===== src/include/scr_params.svh =====
`ifndef SCR_PARAMS_SVH
`define SCR_PARAMS_SVH

// ****************************************************************
// device register offsets (15-bit serial address)
// ****************************************************************
`define SCR_ADDR_CFG        15'h0000
`define SCR_ADDR_MODE       15'h0002
`define SCR_ADDR_ID_LO      15'h000c
`define SCR_ADDR_ID_HI      15'h000d
`define SCR_ADDR_USR        15'h0010
`define SCR_ADDR_CLK0       15'h0029
`define SCR_ADDR_POS0       15'h002c
`define SCR_ADDR_POS1       15'h002d
`define SCR_ADDR_POS2       15'h002e

// ****************************************************************
// field positions and codes
// ****************************************************************
`define SCR_CFG_RST_BIT     7
`define SCR_CFG_ASCEND_BIT  5
`define SCR_CFG_SDO_BIT     4
`define SCR_USR_HOLD_BIT    0
`define SCR_CLK0_RSV_BIT    7
`define SCR_CLK0_PROC_BIT   6
`define SCR_CLK0_RECV_BIT   5
`define SCR_CLK0_FINE_BIT   4
`define SCR_CLK0_SEL_MSB    3
`define SCR_MODE_PWR_DOWN   2'h3

// ****************************************************************
// reset values
// ****************************************************************
`define SCR_CFG_RST         8'h30
`define SCR_MODE_RST        8'h00
`define SCR_USR_RST         8'h00
`define SCR_CLK0_RST        8'h80

// ****************************************************************
// timing
// ****************************************************************
`define SCR_CLK_PERIOD_NS   100
`define SCR_RST_TIME_NS     750
`define SCR_RST_CYCLES      ((`SCR_RST_TIME_NS + `SCR_CLK_PERIOD_NS - 1) / `SCR_CLK_PERIOD_NS)
`define SCR_SCLK_HALF       4

// ****************************************************************
// host command port offsets
// ****************************************************************
`define SCR_H_TADDR_LO      4'h0
`define SCR_H_TADDR_HI      4'h1
`define SCR_H_WDATA         4'h2
`define SCR_H_CTRL          4'h3
`define SCR_H_STATUS        4'h4
`define SCR_H_RDATA         4'h5

`endif


===== src/include/scr_pkg.sv =====
package scr_pkg;

  // device frame states
  typedef enum logic [1:0] {
    SCR_D_IDLE  = 2'b00,
    SCR_D_INSTR = 2'b01,
    SCR_D_DATA  = 2'b10
  } scr_dev_st_t;

  // host frame states
  typedef enum logic [2:0] {
    SCR_H_IDLE  = 3'b000,
    SCR_H_LOW   = 3'b001,
    SCR_H_HIGH  = 3'b010,
    SCR_H_TAIL  = 3'b011,
    SCR_H_GUARD = 3'b100
  } scr_host_st_t;

endpackage


===== src/include/scr_spi_if.sv =====
`timescale 1ns/1ps
`default_nettype none

// four-wire serial port; read data only ever returns on sdo
interface scr_spi_if;
  logic sclk;
  logic cs_n;
  logic sdi;
  logic sdo;

  modport dev  (input sclk, input cs_n, input sdi, output sdo);
  modport host (output sclk, output cs_n, output sdi, input sdo);
endinterface

`default_nettype wire


===== src/verilog/scr_spi_dev.sv =====
`timescale 1ns/1ps
`default_nettype none
`include "scr_params.svh"


module scr_spi_dev #(
  parameter int          RST_CYCLES = `SCR_RST_CYCLES,
  parameter logic [15:0] MAKER_CODE = 16'h5a3c  // arbitrary value
) (
  // system
  input  wire logic        clk_sys,
  input  wire logic        rst_n,
  // serial port
  scr_spi_if.dev           spi,
  // device controls
  output logic             device_power_down,
  output logic             chip_reset_active,
  // sysref controls and status
  output logic             sysref_receiver_enable,
  output logic             sysref_processor_enable,
  output logic             sysref_fine_window_scale,
  output logic [3:0]       sysref_delay_select,
  input  wire logic [23:0] sysref_edge_position_status,
  input  wire logic        sysref_event,
  output logic             sysref_event_taken
);

  if (RST_CYCLES < 1 || RST_CYCLES > 65535) begin : g_chk
    $error("RST_CYCLES out of range");
  end

  // ****************************************************************
  // pin synchronisers
  // ****************************************************************
  logic [2:0]  pin_raw;
  logic [2:0]  s1_reg;
  logic [2:0]  s2_reg;
  logic        sclk_prev_reg;
  wire         sclk_s = s2_reg[2];
  wire         cs_n_s = s2_reg[1];
  wire         sdi_s  = s2_reg[0];
  wire         rise   = sclk_s & ~sclk_prev_reg;

  assign pin_raw = {spi.sclk, spi.cs_n, spi.sdi};

  // two flops per pin; only the second stage feeds logic
  for (genvar i = 0; i < 3; i++) begin : g_sync
    always_ff @(posedge clk_sys or negedge rst_n) begin
      if (!rst_n) begin
        s1_reg[i] <= (i == 1) ? 1'b1 : 1'b0;
        s2_reg[i] <= (i == 1) ? 1'b1 : 1'b0;
      end else begin
        s1_reg[i] <= pin_raw[i];
        s2_reg[i] <= s1_reg[i];
      end
    end
  end

  // ****************************************************************
  // register storage
  // ****************************************************************
  logic [7:0]  cfg_reg;
  logic [7:0]  mode_reg;
  logic [7:0]  usr_reg;
  logic [7:0]  clk0_reg;
  logic [15:0] srst_cnt_reg;
  logic        taken_reg;

  // frame state
  scr_pkg::scr_dev_st_t st_reg;
  logic [3:0]  bit_cnt_reg;
  logic [15:0] instr_reg;
  logic        rd_reg;
  logic [14:0] addr_reg;
  logic [7:0]  din_reg;
  logic [7:0]  dout_reg;
  logic        load_pend_reg;

  wire         soft_busy = (srst_cnt_reg != 16'h0000);
  wire         in_data   = (st_reg == scr_pkg::SCR_D_DATA);
  wire         byte_end  = rise & in_data & (bit_cnt_reg == 4'h7);
  wire         instr_end = rise & (st_reg == scr_pkg::SCR_D_INSTR) & (bit_cnt_reg == 4'hf);
  wire [7:0]   wr_byte   = {din_reg[6:0], sdi_s};
  wire         wr_en     = byte_end & ~rd_reg & ~cs_n_s;
  wire         wr_cfg    = wr_en & (addr_reg == `SCR_ADDR_CFG);
  wire         wr_mode   = wr_en & (addr_reg == `SCR_ADDR_MODE);
  wire         wr_usr    = wr_en & (addr_reg == `SCR_ADDR_USR);
  wire         wr_clk0   = wr_en & (addr_reg == `SCR_ADDR_CLK0);
  wire         chip_rst  = wr_cfg & wr_byte[`SCR_CFG_RST_BIT];

  // ****************************************************************
  // streaming address step
  // ****************************************************************
  wire         hold      = usr_reg[`SCR_USR_HOLD_BIT];
  wire         ascend    = cfg_reg[`SCR_CFG_ASCEND_BIT];
  wire [14:0]  addr_up   = 15'(addr_reg + 15'h0001);
  wire [14:0]  addr_dn   = 15'(addr_reg - 15'h0001);
  wire [14:0]  addr_step = hold ? addr_reg :
                           ascend ? addr_up : addr_dn;

  // read decode; unmapped addresses read zero
  function automatic logic [7:0] rd_mux(input logic [14:0] a);
    case (a)
      `SCR_ADDR_CFG:   rd_mux = cfg_reg;
      `SCR_ADDR_MODE:  rd_mux = mode_reg;
      `SCR_ADDR_ID_LO: rd_mux = MAKER_CODE[7:0];
      `SCR_ADDR_ID_HI: rd_mux = MAKER_CODE[15:8];
      `SCR_ADDR_USR:   rd_mux = usr_reg;
      `SCR_ADDR_CLK0:  rd_mux = clk0_reg;
      `SCR_ADDR_POS0:  rd_mux = sysref_edge_position_status[7:0];
      `SCR_ADDR_POS1:  rd_mux = sysref_edge_position_status[15:8];
      `SCR_ADDR_POS2:  rd_mux = sysref_edge_position_status[23:16];
      default:         rd_mux = 8'h00;
    endcase
  endfunction

  // ****************************************************************
  // chip reset timer
  // ****************************************************************
  // the timer outlasts the write frame so any frame inside it is dropped
  always_ff @(posedge clk_sys or negedge rst_n) begin
    if (!rst_n) begin
      srst_cnt_reg <= 16'h0000;
    end else if (chip_rst) begin
      srst_cnt_reg <= 16'(RST_CYCLES);
    end else if (soft_busy) begin
      srst_cnt_reg <= 16'(srst_cnt_reg - 16'h0001);
    end
  end

  // ****************************************************************
  // configuration registers
  // ****************************************************************
  // chip reset forces every register back; cfg bit 7 is never stored
  always_ff @(posedge clk_sys or negedge rst_n) begin
    if (!rst_n) begin
      cfg_reg  <= `SCR_CFG_RST;
      mode_reg <= `SCR_MODE_RST;
      usr_reg  <= `SCR_USR_RST;
      clk0_reg <= `SCR_CLK0_RST;
    end else if (soft_busy || chip_rst) begin
      cfg_reg  <= `SCR_CFG_RST;
      mode_reg <= `SCR_MODE_RST;
      usr_reg  <= `SCR_USR_RST;
      clk0_reg <= `SCR_CLK0_RST;
    end else begin
      if (wr_cfg) begin
        cfg_reg <= {1'b0, wr_byte[6:5], 1'b1, wr_byte[3:0]};
      end
      if (wr_mode) begin
        mode_reg <= wr_byte;
      end
      if (wr_usr) begin
        usr_reg <= wr_byte;
      end
      if (wr_clk0) begin
        clk0_reg <= wr_byte;
      end
    end
  end

  // ****************************************************************
  // serial frame engine
  // ****************************************************************
  // 16-bit instruction (read flag, 15-bit address) then data bytes
  always_ff @(posedge clk_sys or negedge rst_n) begin
    if (!rst_n) begin
      st_reg        <= scr_pkg::SCR_D_IDLE;
      bit_cnt_reg   <= 4'h0;
      instr_reg     <= 16'h0000;
      rd_reg        <= 1'b0;
      addr_reg      <= 15'h0000;
      din_reg       <= 8'h00;
      dout_reg      <= 8'h00;
      load_pend_reg <= 1'b0;
      sclk_prev_reg <= 1'b0;
    end else begin
      sclk_prev_reg <= sclk_s;
      load_pend_reg <= 1'b0;
      if (load_pend_reg) begin
        dout_reg <= rd_mux(addr_reg);
      end
      if (cs_n_s || soft_busy || chip_rst) begin
        st_reg      <= scr_pkg::SCR_D_IDLE;
        bit_cnt_reg <= 4'h0;
      end else begin
        case (st_reg)
          scr_pkg::SCR_D_IDLE: begin
            st_reg      <= scr_pkg::SCR_D_INSTR;
            bit_cnt_reg <= 4'h0;
          end
          scr_pkg::SCR_D_INSTR: begin
            if (rise) begin
              instr_reg   <= {instr_reg[14:0], sdi_s};
              bit_cnt_reg <= 4'(bit_cnt_reg + 4'h1);
            end
            if (instr_end) begin
              st_reg        <= scr_pkg::SCR_D_DATA;
              rd_reg        <= instr_reg[14];
              addr_reg      <= {instr_reg[13:0], sdi_s};
              load_pend_reg <= 1'b1;
            end
          end
          scr_pkg::SCR_D_DATA: begin
            if (rise) begin
              din_reg     <= wr_byte;
              dout_reg    <= {dout_reg[6:0], 1'b0};
              bit_cnt_reg <= (bit_cnt_reg == 4'h7) ? 4'h0 : 4'(bit_cnt_reg + 4'h1);
            end
            if (byte_end) begin
              addr_reg      <= addr_step;
              load_pend_reg <= 1'b1;
            end
          end
          default: begin
            st_reg <= scr_pkg::SCR_D_IDLE;
          end
        endcase
      end
    end
  end

  // ****************************************************************
  // sysref event gate
  // ****************************************************************
  // an event counts only with receiver and processor both on
  always_ff @(posedge clk_sys or negedge rst_n) begin
    if (!rst_n) begin
      taken_reg <= 1'b0;
    end else begin
      taken_reg <= sysref_event & clk0_reg[`SCR_CLK0_PROC_BIT]
                   & clk0_reg[`SCR_CLK0_RECV_BIT];
    end
  end

  // ****************************************************************
  // outputs
  // ****************************************************************
  // read data leaves only on sdo; there is no shared data pin
  assign spi.sdo                  = dout_reg[7];
  assign device_power_down        = (mode_reg[1:0] == `SCR_MODE_PWR_DOWN);
  assign chip_reset_active        = soft_busy;
  assign sysref_receiver_enable   = clk0_reg[`SCR_CLK0_RECV_BIT];
  assign sysref_processor_enable  = clk0_reg[`SCR_CLK0_PROC_BIT];
  assign sysref_fine_window_scale = clk0_reg[`SCR_CLK0_FINE_BIT];
  assign sysref_delay_select      = clk0_reg[`SCR_CLK0_SEL_MSB:0];
  assign sysref_event_taken       = taken_reg;

endmodule

`default_nettype wire


===== src/flat_wrapper.sv =====
// flat-port wrapper written by rule: the top's interface ports become plain ports
module scr_spi_dev_flat 
#(
  parameter int          RST_CYCLES = `SCR_RST_CYCLES,
  parameter logic [15:0] MAKER_CODE = 16'h5a3c                    
)
  (clk_sys, rst_n, device_power_down, chip_reset_active, sysref_receiver_enable, sysref_processor_enable, sysref_fine_window_scale, sysref_delay_select, sysref_edge_position_status, sysref_event, sysref_event_taken, spi_sclk, spi_cs_n, spi_sdi, spi_sdo);
  scr_spi_if spi_i ();
  input  wire logic clk_sys;
  input  wire logic rst_n;
  output logic device_power_down;
  output logic chip_reset_active;
  output logic sysref_receiver_enable;
  output logic sysref_processor_enable;
  output logic sysref_fine_window_scale;
  output logic [3:0] sysref_delay_select;
  input  wire logic [23:0] sysref_edge_position_status;
  input  wire logic sysref_event;
  output logic sysref_event_taken;
  input wire logic [$bits(spi_i.sclk)-1:0] spi_sclk;
  input wire logic [$bits(spi_i.cs_n)-1:0] spi_cs_n;
  input wire logic [$bits(spi_i.sdi)-1:0] spi_sdi;
  output wire logic [$bits(spi_i.sdo)-1:0] spi_sdo;
  assign spi_i.sclk = spi_sclk;
  assign spi_i.cs_n = spi_cs_n;
  assign spi_i.sdi = spi_sdi;
  assign spi_sdo = spi_i.sdo;
  scr_spi_dev #(.RST_CYCLES(RST_CYCLES), .MAKER_CODE(MAKER_CODE)) u_core (.clk_sys(clk_sys), .rst_n(rst_n), .spi(spi_i), .device_power_down(device_power_down), .chip_reset_active(chip_reset_active), .sysref_receiver_enable(sysref_receiver_enable), .sysref_processor_enable(sysref_processor_enable), .sysref_fine_window_scale(sysref_fine_window_scale), .sysref_delay_select(sysref_delay_select), .sysref_edge_position_status(sysref_edge_position_status), .sysref_event(sysref_event), .sysref_event_taken(sysref_event_taken));
endmodule

===== config.mk =====
export PLATFORM = sky130hd
export DESIGN_NAME = scr_spi_dev_flat
export DESIGN_NICKNAME = d
export VERILOG_FILES = /design/src/include/scr_pkg.sv /design/src/include/scr_spi_if.sv /design/src/verilog/scr_spi_dev.sv /design/src/flat_wrapper.sv
export VERILOG_INCLUDE_DIRS = /design/src /design/src/include
export SDC_FILE = /design/constraint.sdc
export NUM_CORES = 1
export LEC_CHECK = 0
export ABC_AREA = 1
export BUFFER_PORTS_ARGS = -buffer_cell sky130_fd_sc_hd__buf_2
export CELL_PAD_IN_SITES_DETAIL_PLACEMENT = 2
export CELL_PAD_IN_SITES_GLOBAL_PLACEMENT = 2
export CORE_ASPECT_RATIO = 1.1
export CORE_MARGIN = 1
export CORE_UTILIZATION = 38
export DETAILED_ROUTE_END_ITERATION = 7
export PLACE_DENSITY_LB_ADDON = 0.1
export SETUP_SLACK_MARGIN = 0.05
export SYNTH_ARGS = -nofsm -noshare
export SYNTH_HDL_FRONTEND = slang
export SYNTH_SLANG_ARGS = --single-unit

===== constraint.sdc =====
create_clock -name clk_sys -period 6.57 [get_ports clk_sys]
set_input_delay 1.314 -clock clk_sys [delete_from_list [all_inputs] [get_ports clk_sys]]
set_output_delay 1.314 -clock clk_sys [all_outputs]
set_load 0.02 [all_outputs]

==> results of run 1 <==
-- final cells by class --
type | instances | share of cell area (%)
multi-input cells | 630 | 44.74
flip-flops and latches | 107 | 37.95
inverters | 117 | 6.212
clock buffers | 12 | 3.628
well taps | 204 | 3.611
repair buffers | 42 | 3.080
clock inverters | 4 | 0.7788
-- power by group --
group / leakage (µW) / total, µW / switching, µW / internal (µW)
clock: 0.000155 / 577 / 256 / 321
sequential: 0.00142 / 832 / 90.3 / 742
combinational: 0.00223 / 1330 / 949 / 380
total: 0.00381 / 2740 / 1300 / 1440
-- cells by family after synthesis --
group,share of synthesized area [%]
AND/OR/NAND/NOR,31.21
XOR/XNOR,1.228
adder cells (fa/ha/maj),4.211
multiplexers,0.1560
buffers and inverters,8.928
flip-flops,41.79
AO/OA/AOI/OAI,12.48
-- through the flow --
stage,area (µm²),total power [µW],cells,hold slack (ns)
finish,7069,2738,1116,0.3520
global route,7069,2951,1116,0.3692
CTS,7069,2762,1116,0.3535
global placement,6758,2077,1100,0.3350
detailed placement,6758,2157,1100,0.3370
floorplan,6419,1770,876,0.3312
-- critical path: cells and delay by family (launching register included) --
family        cells  cell delay [ns]
simple gates      4             0.84
flops             1             0.40
fa+ha+maj         1             0.20
buf+inv           3             0.53
-- routing by layer --
metal  vias to the layer above  routed length [µm]  GRT usage (%)
li1                       2902                   -              -
met1                      3015                9760          33.22
met2                        75               10690          45.83
met3                        25                 444          2.902
met4                         0                 365          6.912
met5                         -                   0              0
-- final timing paths --
check                                                            to                               start  depth (start not counted)  slack, ns
worst max-delay path                              chip_reset_active  u_core.srst_cnt_reg[0]$_DFFE_PN0P_                          8       2.94
worst min-delay path                         u_core.sdi_s$_DFF_PN0_          u_core.s1_reg[0]$_DFF_PN0_                          0       0.35
worst max register to register         u_core.dout_reg[6]$_DFF_PN0_        u_core.st_reg[0]$_DFFE_PN0P_                         11       3.15
worst min register to register               u_core.sdi_s$_DFF_PN0_          u_core.s1_reg[0]$_DFF_PN0_                          0       0.35
max in group asynchronous         u_core.bit_cnt_reg[3]$_DFFE_PN0P_                               rst_n                          2       4.37
min in group asynchronous       u_core.sysref_event_taken$_DFF_PN0_                               rst_n                          1       0.98
-- cells in the mapped netlist (2+ instances only) --
cell type,instances,area share [%]
nand2_1,214,13
nand3_1,68,5.3
buf_6,2,0.35
o22ai_1,18,1.8
xor2_1,5,0.68
o21ai_2,5,0.68
inv_2,3,0.18
inv_1,110,6.4
o21bai_1,2,0.23
nand2_4,3,0.53
clkinv_1,4,0.23
nor2_1,115,6.7
nor2_4,2,0.35
or2_2,3,0.29
nand3b_1,6,0.70
dfrtp_1,103,40
nor2_2,7,0.68
a31oi_1,2,0.19
o21ai_1,9,0.70
buf_2,11,0.86
buf_4,6,0.70
clkbuf_1,3,0.18
nor3_1,8,0.62
o21ai_0,66,5.1
nand4_1,21,2.0
nor2_8,2,0.62
ha_1,20,3.9
a21oi_1,34,2.7
o21a_1,2,0.23
dfstp_2,4,1.6
nand3_2,2,0.31
xnor2_1,4,0.55
==> metrics.yaml, run 1 <==
status: "finished clean"
area_growth_pct: 10.14
skew_ns: 0.01208
cts.path.max_buffers: 2
num_rows: 49
wirelength_mm: 21.26
cp.required_ns: 5.26
critPathSlowestCell: "nor2_2"
cts_root_buf: "clkbuf_16"
final_cell_mix: "nand2_1, nor2_1, inv_1"
cts-htree-levels: 3
startpoint_type: "register"
antenna_found_initial: 0
io_pins: 41
ys_seq_elements: 107
ant_nets: 0
gp_congestion: 0.8714
post-place-ws_ns: 3.101
post-route-period-util_pct: 55.27
post_cts_resize_count: 0
arrival_ns: 2.32
dr.first_iter.drc_count: 168
critical_path_class: "reg2out"
largest_reg_flops: 16
hold_buffers: 0
finalWorstSetupSlack_ns: 2.939
detail_route.wl_per_cell_um: 19.05
fin_nets: 958
slowest_delay_ns: 0.56
final_hold_viol_count: 0
ir_worst_vdd_uv: 234.8
leakagePower_uw: 0.003807
regArea_um2: 2683
die_w_um: 125.9
crit_chain: "inv_1 > ha_1 > nand2_1 > nor2_1 > nand3b_1 > nor2_2 > inv_1 > buf_2"
tightest_slew_ns: 0.8988
final_layout_size_suffix_gt1_share_pct: 9.868
dieArea_um2: 17420
grt_max_degree: 59
placeableCoreArea_um2: 16430
async_flop_share_pct: 100.0
setup_viol: 0
syn_inst: 876
cts_buffers: 9
power.density_nw_per_um2: 387.3
min_period_ns: 3.631
synth_fp_nets: 927
grt_pass1_wl_mm: 35.45
cp_max_fo: 11
relSlewSlack_pct: 40.08
drt-vias-per-instance: 5.392
clk_pin_slew_ns: 0.07
nFillCells: 2006
ys_seq_area_share_pct: 41.79
cts_tree: "done"
ys.flop_type: "dfrtp_1"
dp_hpwl_mm: 16.33
synth_warnings: 0
first_global_vias: 6735
ys_types: 44
final_common_cell: "nand2_1"
clock.fmax_ghz: 0.2754
post_cts_buffers: 0
avgSynthCellArea_um2: 7.327
synth_edf_count: 0
setup_tns_ns: 0
multiInputGateArea_um2: 3163
port_buffers: 40
rsz0062_at_grt: "no"
dr_total_vias: 6017
die_h_um: 138.3
utilization_pct: 43.02
route.detailed.drc: 0
end_kind: "output pin"
dr.pass1.iters: 4
maxCapViolCount: 0
grt_usage_pct: 25.84
crit_top_cell: "inv_1"
insertion_delay_ns: 0.35
final_max_slew_viol_count: 0
grt-ovfl-total: 0
syn_area_um2: 6419
hold_class: "reg2reg"
cts_sinks: 107
start_util_pct: 39.06
antenna_cells: 0
No activity file was read; power rests on OpenSTA's default activity.
==> run 2: changes to the inputs <==
--- a/config.mk
+++ b/config.mk
@@ -12,7 +12,7 @@
 export CELL_PAD_IN_SITES_GLOBAL_PLACEMENT = 2
 export CORE_ASPECT_RATIO = 1.1
 export CORE_MARGIN = 1
-export CORE_UTILIZATION = 38
+export CORE_UTILIZATION = 36
 export DETAILED_ROUTE_END_ITERATION = 7
 export PLACE_DENSITY_LB_ADDON = 0.1
 export SETUP_SLACK_MARGIN = 0.05
==> constraint.sdc (replaced) <==
create_clock -name clk_sys -period 3.5 [get_ports clk_sys]
set_input_delay 0.7 -clock clk_sys [delete_from_list [all_inputs] [get_ports clk_sys]]
set_output_delay 0.7 -clock clk_sys [all_outputs]
set_load 0.02 [all_outputs]
==> metrics.yaml, run 2 (same netlist as run 1, synthesis figures left out) <==
status: "finished clean"
rsz0062_at_grt: "no"
cp_max_fo: 15
grt-ovfl-total: 0
cts_buffers: 9
arrival_ns: 3.10
cts_root_buf: "clkbuf_16"
dp_hpwl_mm: 16.08
nFillCells: 2078
power.density_nw_per_um2: 716.5
placed_cells: 1132
drt-vias-per-instance: 5.288
die_w_um: 129.3
end_kind: "register"
die_h_um: 142.0
intPower_uw: 2636
fin_nets: 960
cp-startpoint: "u_core.cfg_reg[5]$_DFFE_PN1P_"
cts.path.max_buffers: 2
gp_congestion: 0.8356
grt_usage_pct: 24.52
antenna_cells: 0
final_layout_size_suffix_gt1_share_pct: 10.18
cts_sinks: 107
maxCapViolCount: 0
wl_met2_mm: 10.39
regArea_um2: 2683
io_pins: 41
post_dp_cell_area_um2: 6823
relSlewSlack_pct: 40.29
num_rows: 50
startpoint_type: "register"
tightest_slew_ns: 0.8931
dr.pass1.iters: 4
critical_path_class: "reg2reg"
final_max_slew_viol_count: 0
fin_total_pwr_uw: 5106
dieArea_um2: 18370
final_hold_viol_count: 0
post-route-period-util_pct: 81.04
setup_tns_ns: 0
clock.fmax_ghz: 0.3526
setup_viol: 0
hold_class: "in2async"
start_util_pct: 37.31
ant_nets: 0
detail_route.wl_per_cell_um: 18.35
combinationalPowerShare_pct: 48.9
first_global_vias: 6578
insertion_delay_ns: 0.37
stdcell_count: 1148
final_common_cell: "nand2_1"
min_period_ns: 2.836
dr_total_vias: 6071
fin_area_um2: 7127
post_cts_buffers: 0
dr.first_iter.drc_count: 220
grt_max_degree: 64
grt_pass1_wl_mm: 34.63
clk_pin_slew_ns: 0.09
skew_ns: 0.01739
area_growth_pct: 11.03
route.detailed.drc: 0
cts-htree-levels: 3
cts_tree: "done"
worstReg2RegStart: "u_core.cfg_reg[5]$_DFFE_PN1P_"
met1_length_mm: 9.912
topRoutingLayerUsed: "met4"
cp.required_ns: 3.76
final_cell_mix: "nand2_1, nor2_1, inv_1"
placeableCoreArea_um2: 17200
antenna_found_initial: 0
port_buffers: 40
ir_worst_vdd_uv: 432.7
largest_reg_flops: 16
multiInputGateArea_um2: 3163
hold_buffers: 0
power_frac_seq_pct: 30.4
wirelength_mm: 21.06
leakagePower_uw: 0.003816
p_sw_share_pct: 48.37
utilization_pct: 41.43
netSwitchingPower_uw: 2470
p_clk_share_pct: 20.7
post_cts_resize_count: 0
met3_length_um: 474
[run 2: per-stage QoR]
step,setup slack (ns),hold slack (ns)
floorplan,1.342,0.3312
global placement,0.7609,0.3343
detailed placement,0.6655,0.3411
CTS,0.6397,0.3597
global route,0.3997,0.3655
finish,0.6636,0.3373
[run 2: per-layer routing]
metal / vias to the layer above / track usage (%)
met3: 19 / 2.782
met4: 0 / 6.502
met5: - / 0
met2: 87 / 42.02
li1: 2903 / -
met1: 3062 / 32.60
[run 2: worst paths after layout]
check / endpoint / slack [ns] / depth (start not counted)
setup / recovery: u_core.addr_reg[12]$_DFFE_PN0P_ / 0.66 / 11
hold / removal: u_core.addr_reg[5]$_DFFE_PN0P_ / 0.34 / 1
setup reg to reg: u_core.addr_reg[12]$_DFFE_PN0P_ / 0.66 / 11
hold reg to reg: u_core.sclk_s$_DFF_PN0_ / 0.36 / 0
max in group asynchronous: u_core.cfg_reg[5]$_DFFE_PN1P_ / 2.35 / 2
min in group clk_sys: u_core.sclk_s$_DFF_PN0_ / 0.36 / 0
[run 2: worst max-delay path, stage by stage, from the launching register on]
cell	delay, ns
dfstp_2	0.56
inv_1	0.28
ha_1	0.48
nand2_1	0.09
nand2_1	0.08
o21ai_0	0.16
o21ai_0	0.53
nand3_1	0.21
nand3_1	0.12
nand3_1	0.10
nand2_1	0.08
nand2_1	0.05
[run 2: cell type report]
class	instances	area share, %
timing repair buffer	44	3.441
multi-input combinational	630	44.38
tap	234	4.108
inverter	117	6.162
clock buffer	10	3.353
clock inverter	6	0.9129
sequential	107	37.64
[run 2: power groups by stage]
stage / Combinational, µW / Sequential (µW) / Clock (µW)
after floorplan: 1800 / 1520 / 0
after global placement: 2350 / 1570 / 0
after detailed placement: 2470 / 1580 / 0
after CTS: 2510 / 1550 / 1090
after global routing: 2810 / 1580 / 1120
final: 2500 / 1550 / 1060
==> run 3: changes to the inputs <==
--- a/config.mk
+++ b/config.mk
@@ -12,7 +12,7 @@
 export CELL_PAD_IN_SITES_GLOBAL_PLACEMENT = 2
 export CORE_ASPECT_RATIO = 1.1
 export CORE_MARGIN = 1
-export CORE_UTILIZATION = 36
+export CORE_UTILIZATION = 32
 export DETAILED_ROUTE_END_ITERATION = 7
 export PLACE_DENSITY_LB_ADDON = 0.1
 export SETUP_SLACK_MARGIN = 0.05
==> constraint.sdc (replaced) <==
create_clock -name clk_sys -period 2.4 [get_ports clk_sys]
set_input_delay 0.48 -clock clk_sys [delete_from_list [all_inputs] [get_ports clk_sys]]
set_output_delay 0.48 -clock clk_sys [all_outputs]
set_load 0.02 [all_outputs]
==> metrics.yaml, run 3 (same netlist as run 1, synthesis figures left out) <==
leakagePower_uw: 0.004035
cts-htree-levels: 3
cts_buffers: 9
antenna_cells: 0
netSwitchingPower_uw: 3847
power_frac_seq_pct: 28.9
critPathTopFamily: "flip-flops"
worstReg2RegStart: "u_core.cfg_reg[5]$_DFFE_PN1P_"
hold_class: "in2async"
drt-vias-per-instance: 5.183
first_global_vias: 6713
maxCapViolCount: 0
rrSetupSlack_ns: 0.06
dp_hpwl_mm: 17.03
die_w_um: 137.0
dr.first_iter.drc_count: 168
power.density_nw_per_um2: 1042
antenna_found_initial: 0
fin_total_pwr_uw: 8077
grt_usage_pct: 22.60
fin_area_um2: 7754
final_hold_viol_count: 0
io_pins: 41
wirelength_mm: 22.86
regArea_um2: 2684
detail_route.wl_per_cell_um: 19.05
post-place-ws_ns: 0.03014
num_rows: 53
crit_buf_inv: 3
cp.required_ns: 2.65
clock.fmax_ghz: 0.4281
p_sw_share_pct: 47.63
utilization_pct: 40.04
final_layout_size_suffix_gt1_share_pct: 18.15
final_cell_mix: "nand2_1, nor2_1, inv_1"
nFillCells: 2274
reg2regPathDepth: 11
ir_worst_vdd_uv: 827.8
final_max_slew_viol_count: 0
critical_path_class: "reg2reg"
dr_total_vias: 6219
critPathSlowestCell: "dfstp_2"
fin_nets: 999
dieArea_um2: 20630
multiInputGateArea_um2: 3408
cts_sinks: 107
placeableCoreArea_um2: 19360
post-route-period-util_pct: 97.32
grt_pass1_wl_mm: 35.77
post_dp_cell_area_um2: 7022
hold_buffers: 0
largest_reg_flops: 16
rsz0062_at_grt: "yes"
setup_tns_ns: 0
tightest_slew_ns: 0.6077
min_period_ns: 2.336
cts.path.max_buffers: 2
intPower_uw: 4230
grt_max_degree: 42
cts_root_buf: "clkbuf_16"
status: "finished clean"
start_util_pct: 33.15
clk_pin_slew_ns: 0.08
relSlewSlack_pct: 59.49
route.detailed.drc: 0
p_clk_share_pct: 19.6
area_growth_pct: 20.80
finalWorstSetupSlack_ns: 0.06422
crit_chain: "buf_4 > clkinvlp_4 > fa_1 > nand2_1 > nand2_1 > o21ai_2 > o21ai_1 > buf_4 > xor2_1 > a21oi_1 > o21ai_1"
cts_tree: "done"
final_common_cell: "nand2_1"
skew_ns: 0.01308
insertion_delay_ns: 0.37
dr.pass1.iters: 4
end_kind: "register"
gp_congestion: 0.8560
setup_viol: 0
startpoint_type: "register"
port_buffers: 40
combinationalPowerShare_pct: 51.4
grt-ovfl-total: 0
timing.rr.end: "u_core.addr_reg[6]$_DFFE_PN0P_"
slowest_delay_ns: 0.60
arrival_ns: 2.58
ant_nets: 0
die_h_um: 150.5
cp_max_fo: 4
==> run 3: cell types whose count changed in the layout (fill, tap and decap cells not counted), sizes merged <==
cell,change
buf,+38
clkbuf,-1
clkinvlp,+3
inv,-1
==> run 3: how the worst max path moves through the flow <==
stage                                             from  slack (ns)                               to  depth (start not counted)
global placement         u_core.cfg_reg[5]$_DFFE_PN1P_        0.11  u_core.addr_reg[12]$_DFFE_PN0P_                         11
finish                   u_core.cfg_reg[5]$_DFFE_PN1P_        0.06   u_core.addr_reg[6]$_DFFE_PN0P_                         11
global route             u_core.cfg_reg[5]$_DFFE_PN1P_       -0.06   u_core.addr_reg[6]$_DFFE_PN0P_                         11
detailed placement       u_core.cfg_reg[5]$_DFFE_PN1P_        0.03  u_core.addr_reg[12]$_DFFE_PN0P_                         11
CTS                 u_core.srst_cnt_reg[1]$_DFFE_PN0P_        0.03                chip_reset_active                          9
floorplan                u_core.cfg_reg[5]$_DFFE_PN1P_        0.34  u_core.addr_reg[14]$_DFFE_PN0P_                         11
==> run 3: metal layers <==
metal  wire length, µm  up-vias  global-route usage [%]
li1                  -     2991                       -
met2             11440       75                   39.80
met4               363        0                   5.879
met3               458       21                   2.222
met1             10600     3132                   29.31
met5                 0        -                       0
==> run 3: what timing repair did <==
| action | CTS | global route |
|---|---|---|
| setup endpoints to repair | 5 | 56 |
| buffers inserted | 2 | 13 |
| gates resized for setup | 5 | 68 |
| gates cloned | 0 | 3 |
| pin swaps | 1 | 9 |
==> run 3: metrics by stage <==
step,hold WS (ns),std cells
2_1_floorplan,0.1844,876
3_3_place_gp,0.3343,1166
3_5_place_dp,0.3503,1166
4_1_cts,0.1347,1184
5_1_grt,0.1518,1200
6_report,0.1093,1200
==> run 3: area by class of cell <==
cell class                      instances  share of cell area, %
Multi-Input combinational cell        630                  43.96
Sequential cell                       107                  34.61
Timing Repair Buffer                   82                  7.536
Inverter                              117                  5.761
Tap cell                              247                  3.986
Clock buffer                            9                  2.905
Clock inverter                          7                  1.146
Timing Repair inverter                  1                0.09682
==> run 3: power by group through the flow <==
stage | clock [µW] | sequential [µW] | combinational (µW)
floorplan | 0 | 2220 | 2620
global placement | 0 | 2310 | 3630
detailed placement | 0 | 2320 | 3770
CTS | 1620 | 2290 | 3820
global route | 1690 | 2370 | 4600
finish | 1590 | 2340 | 4150
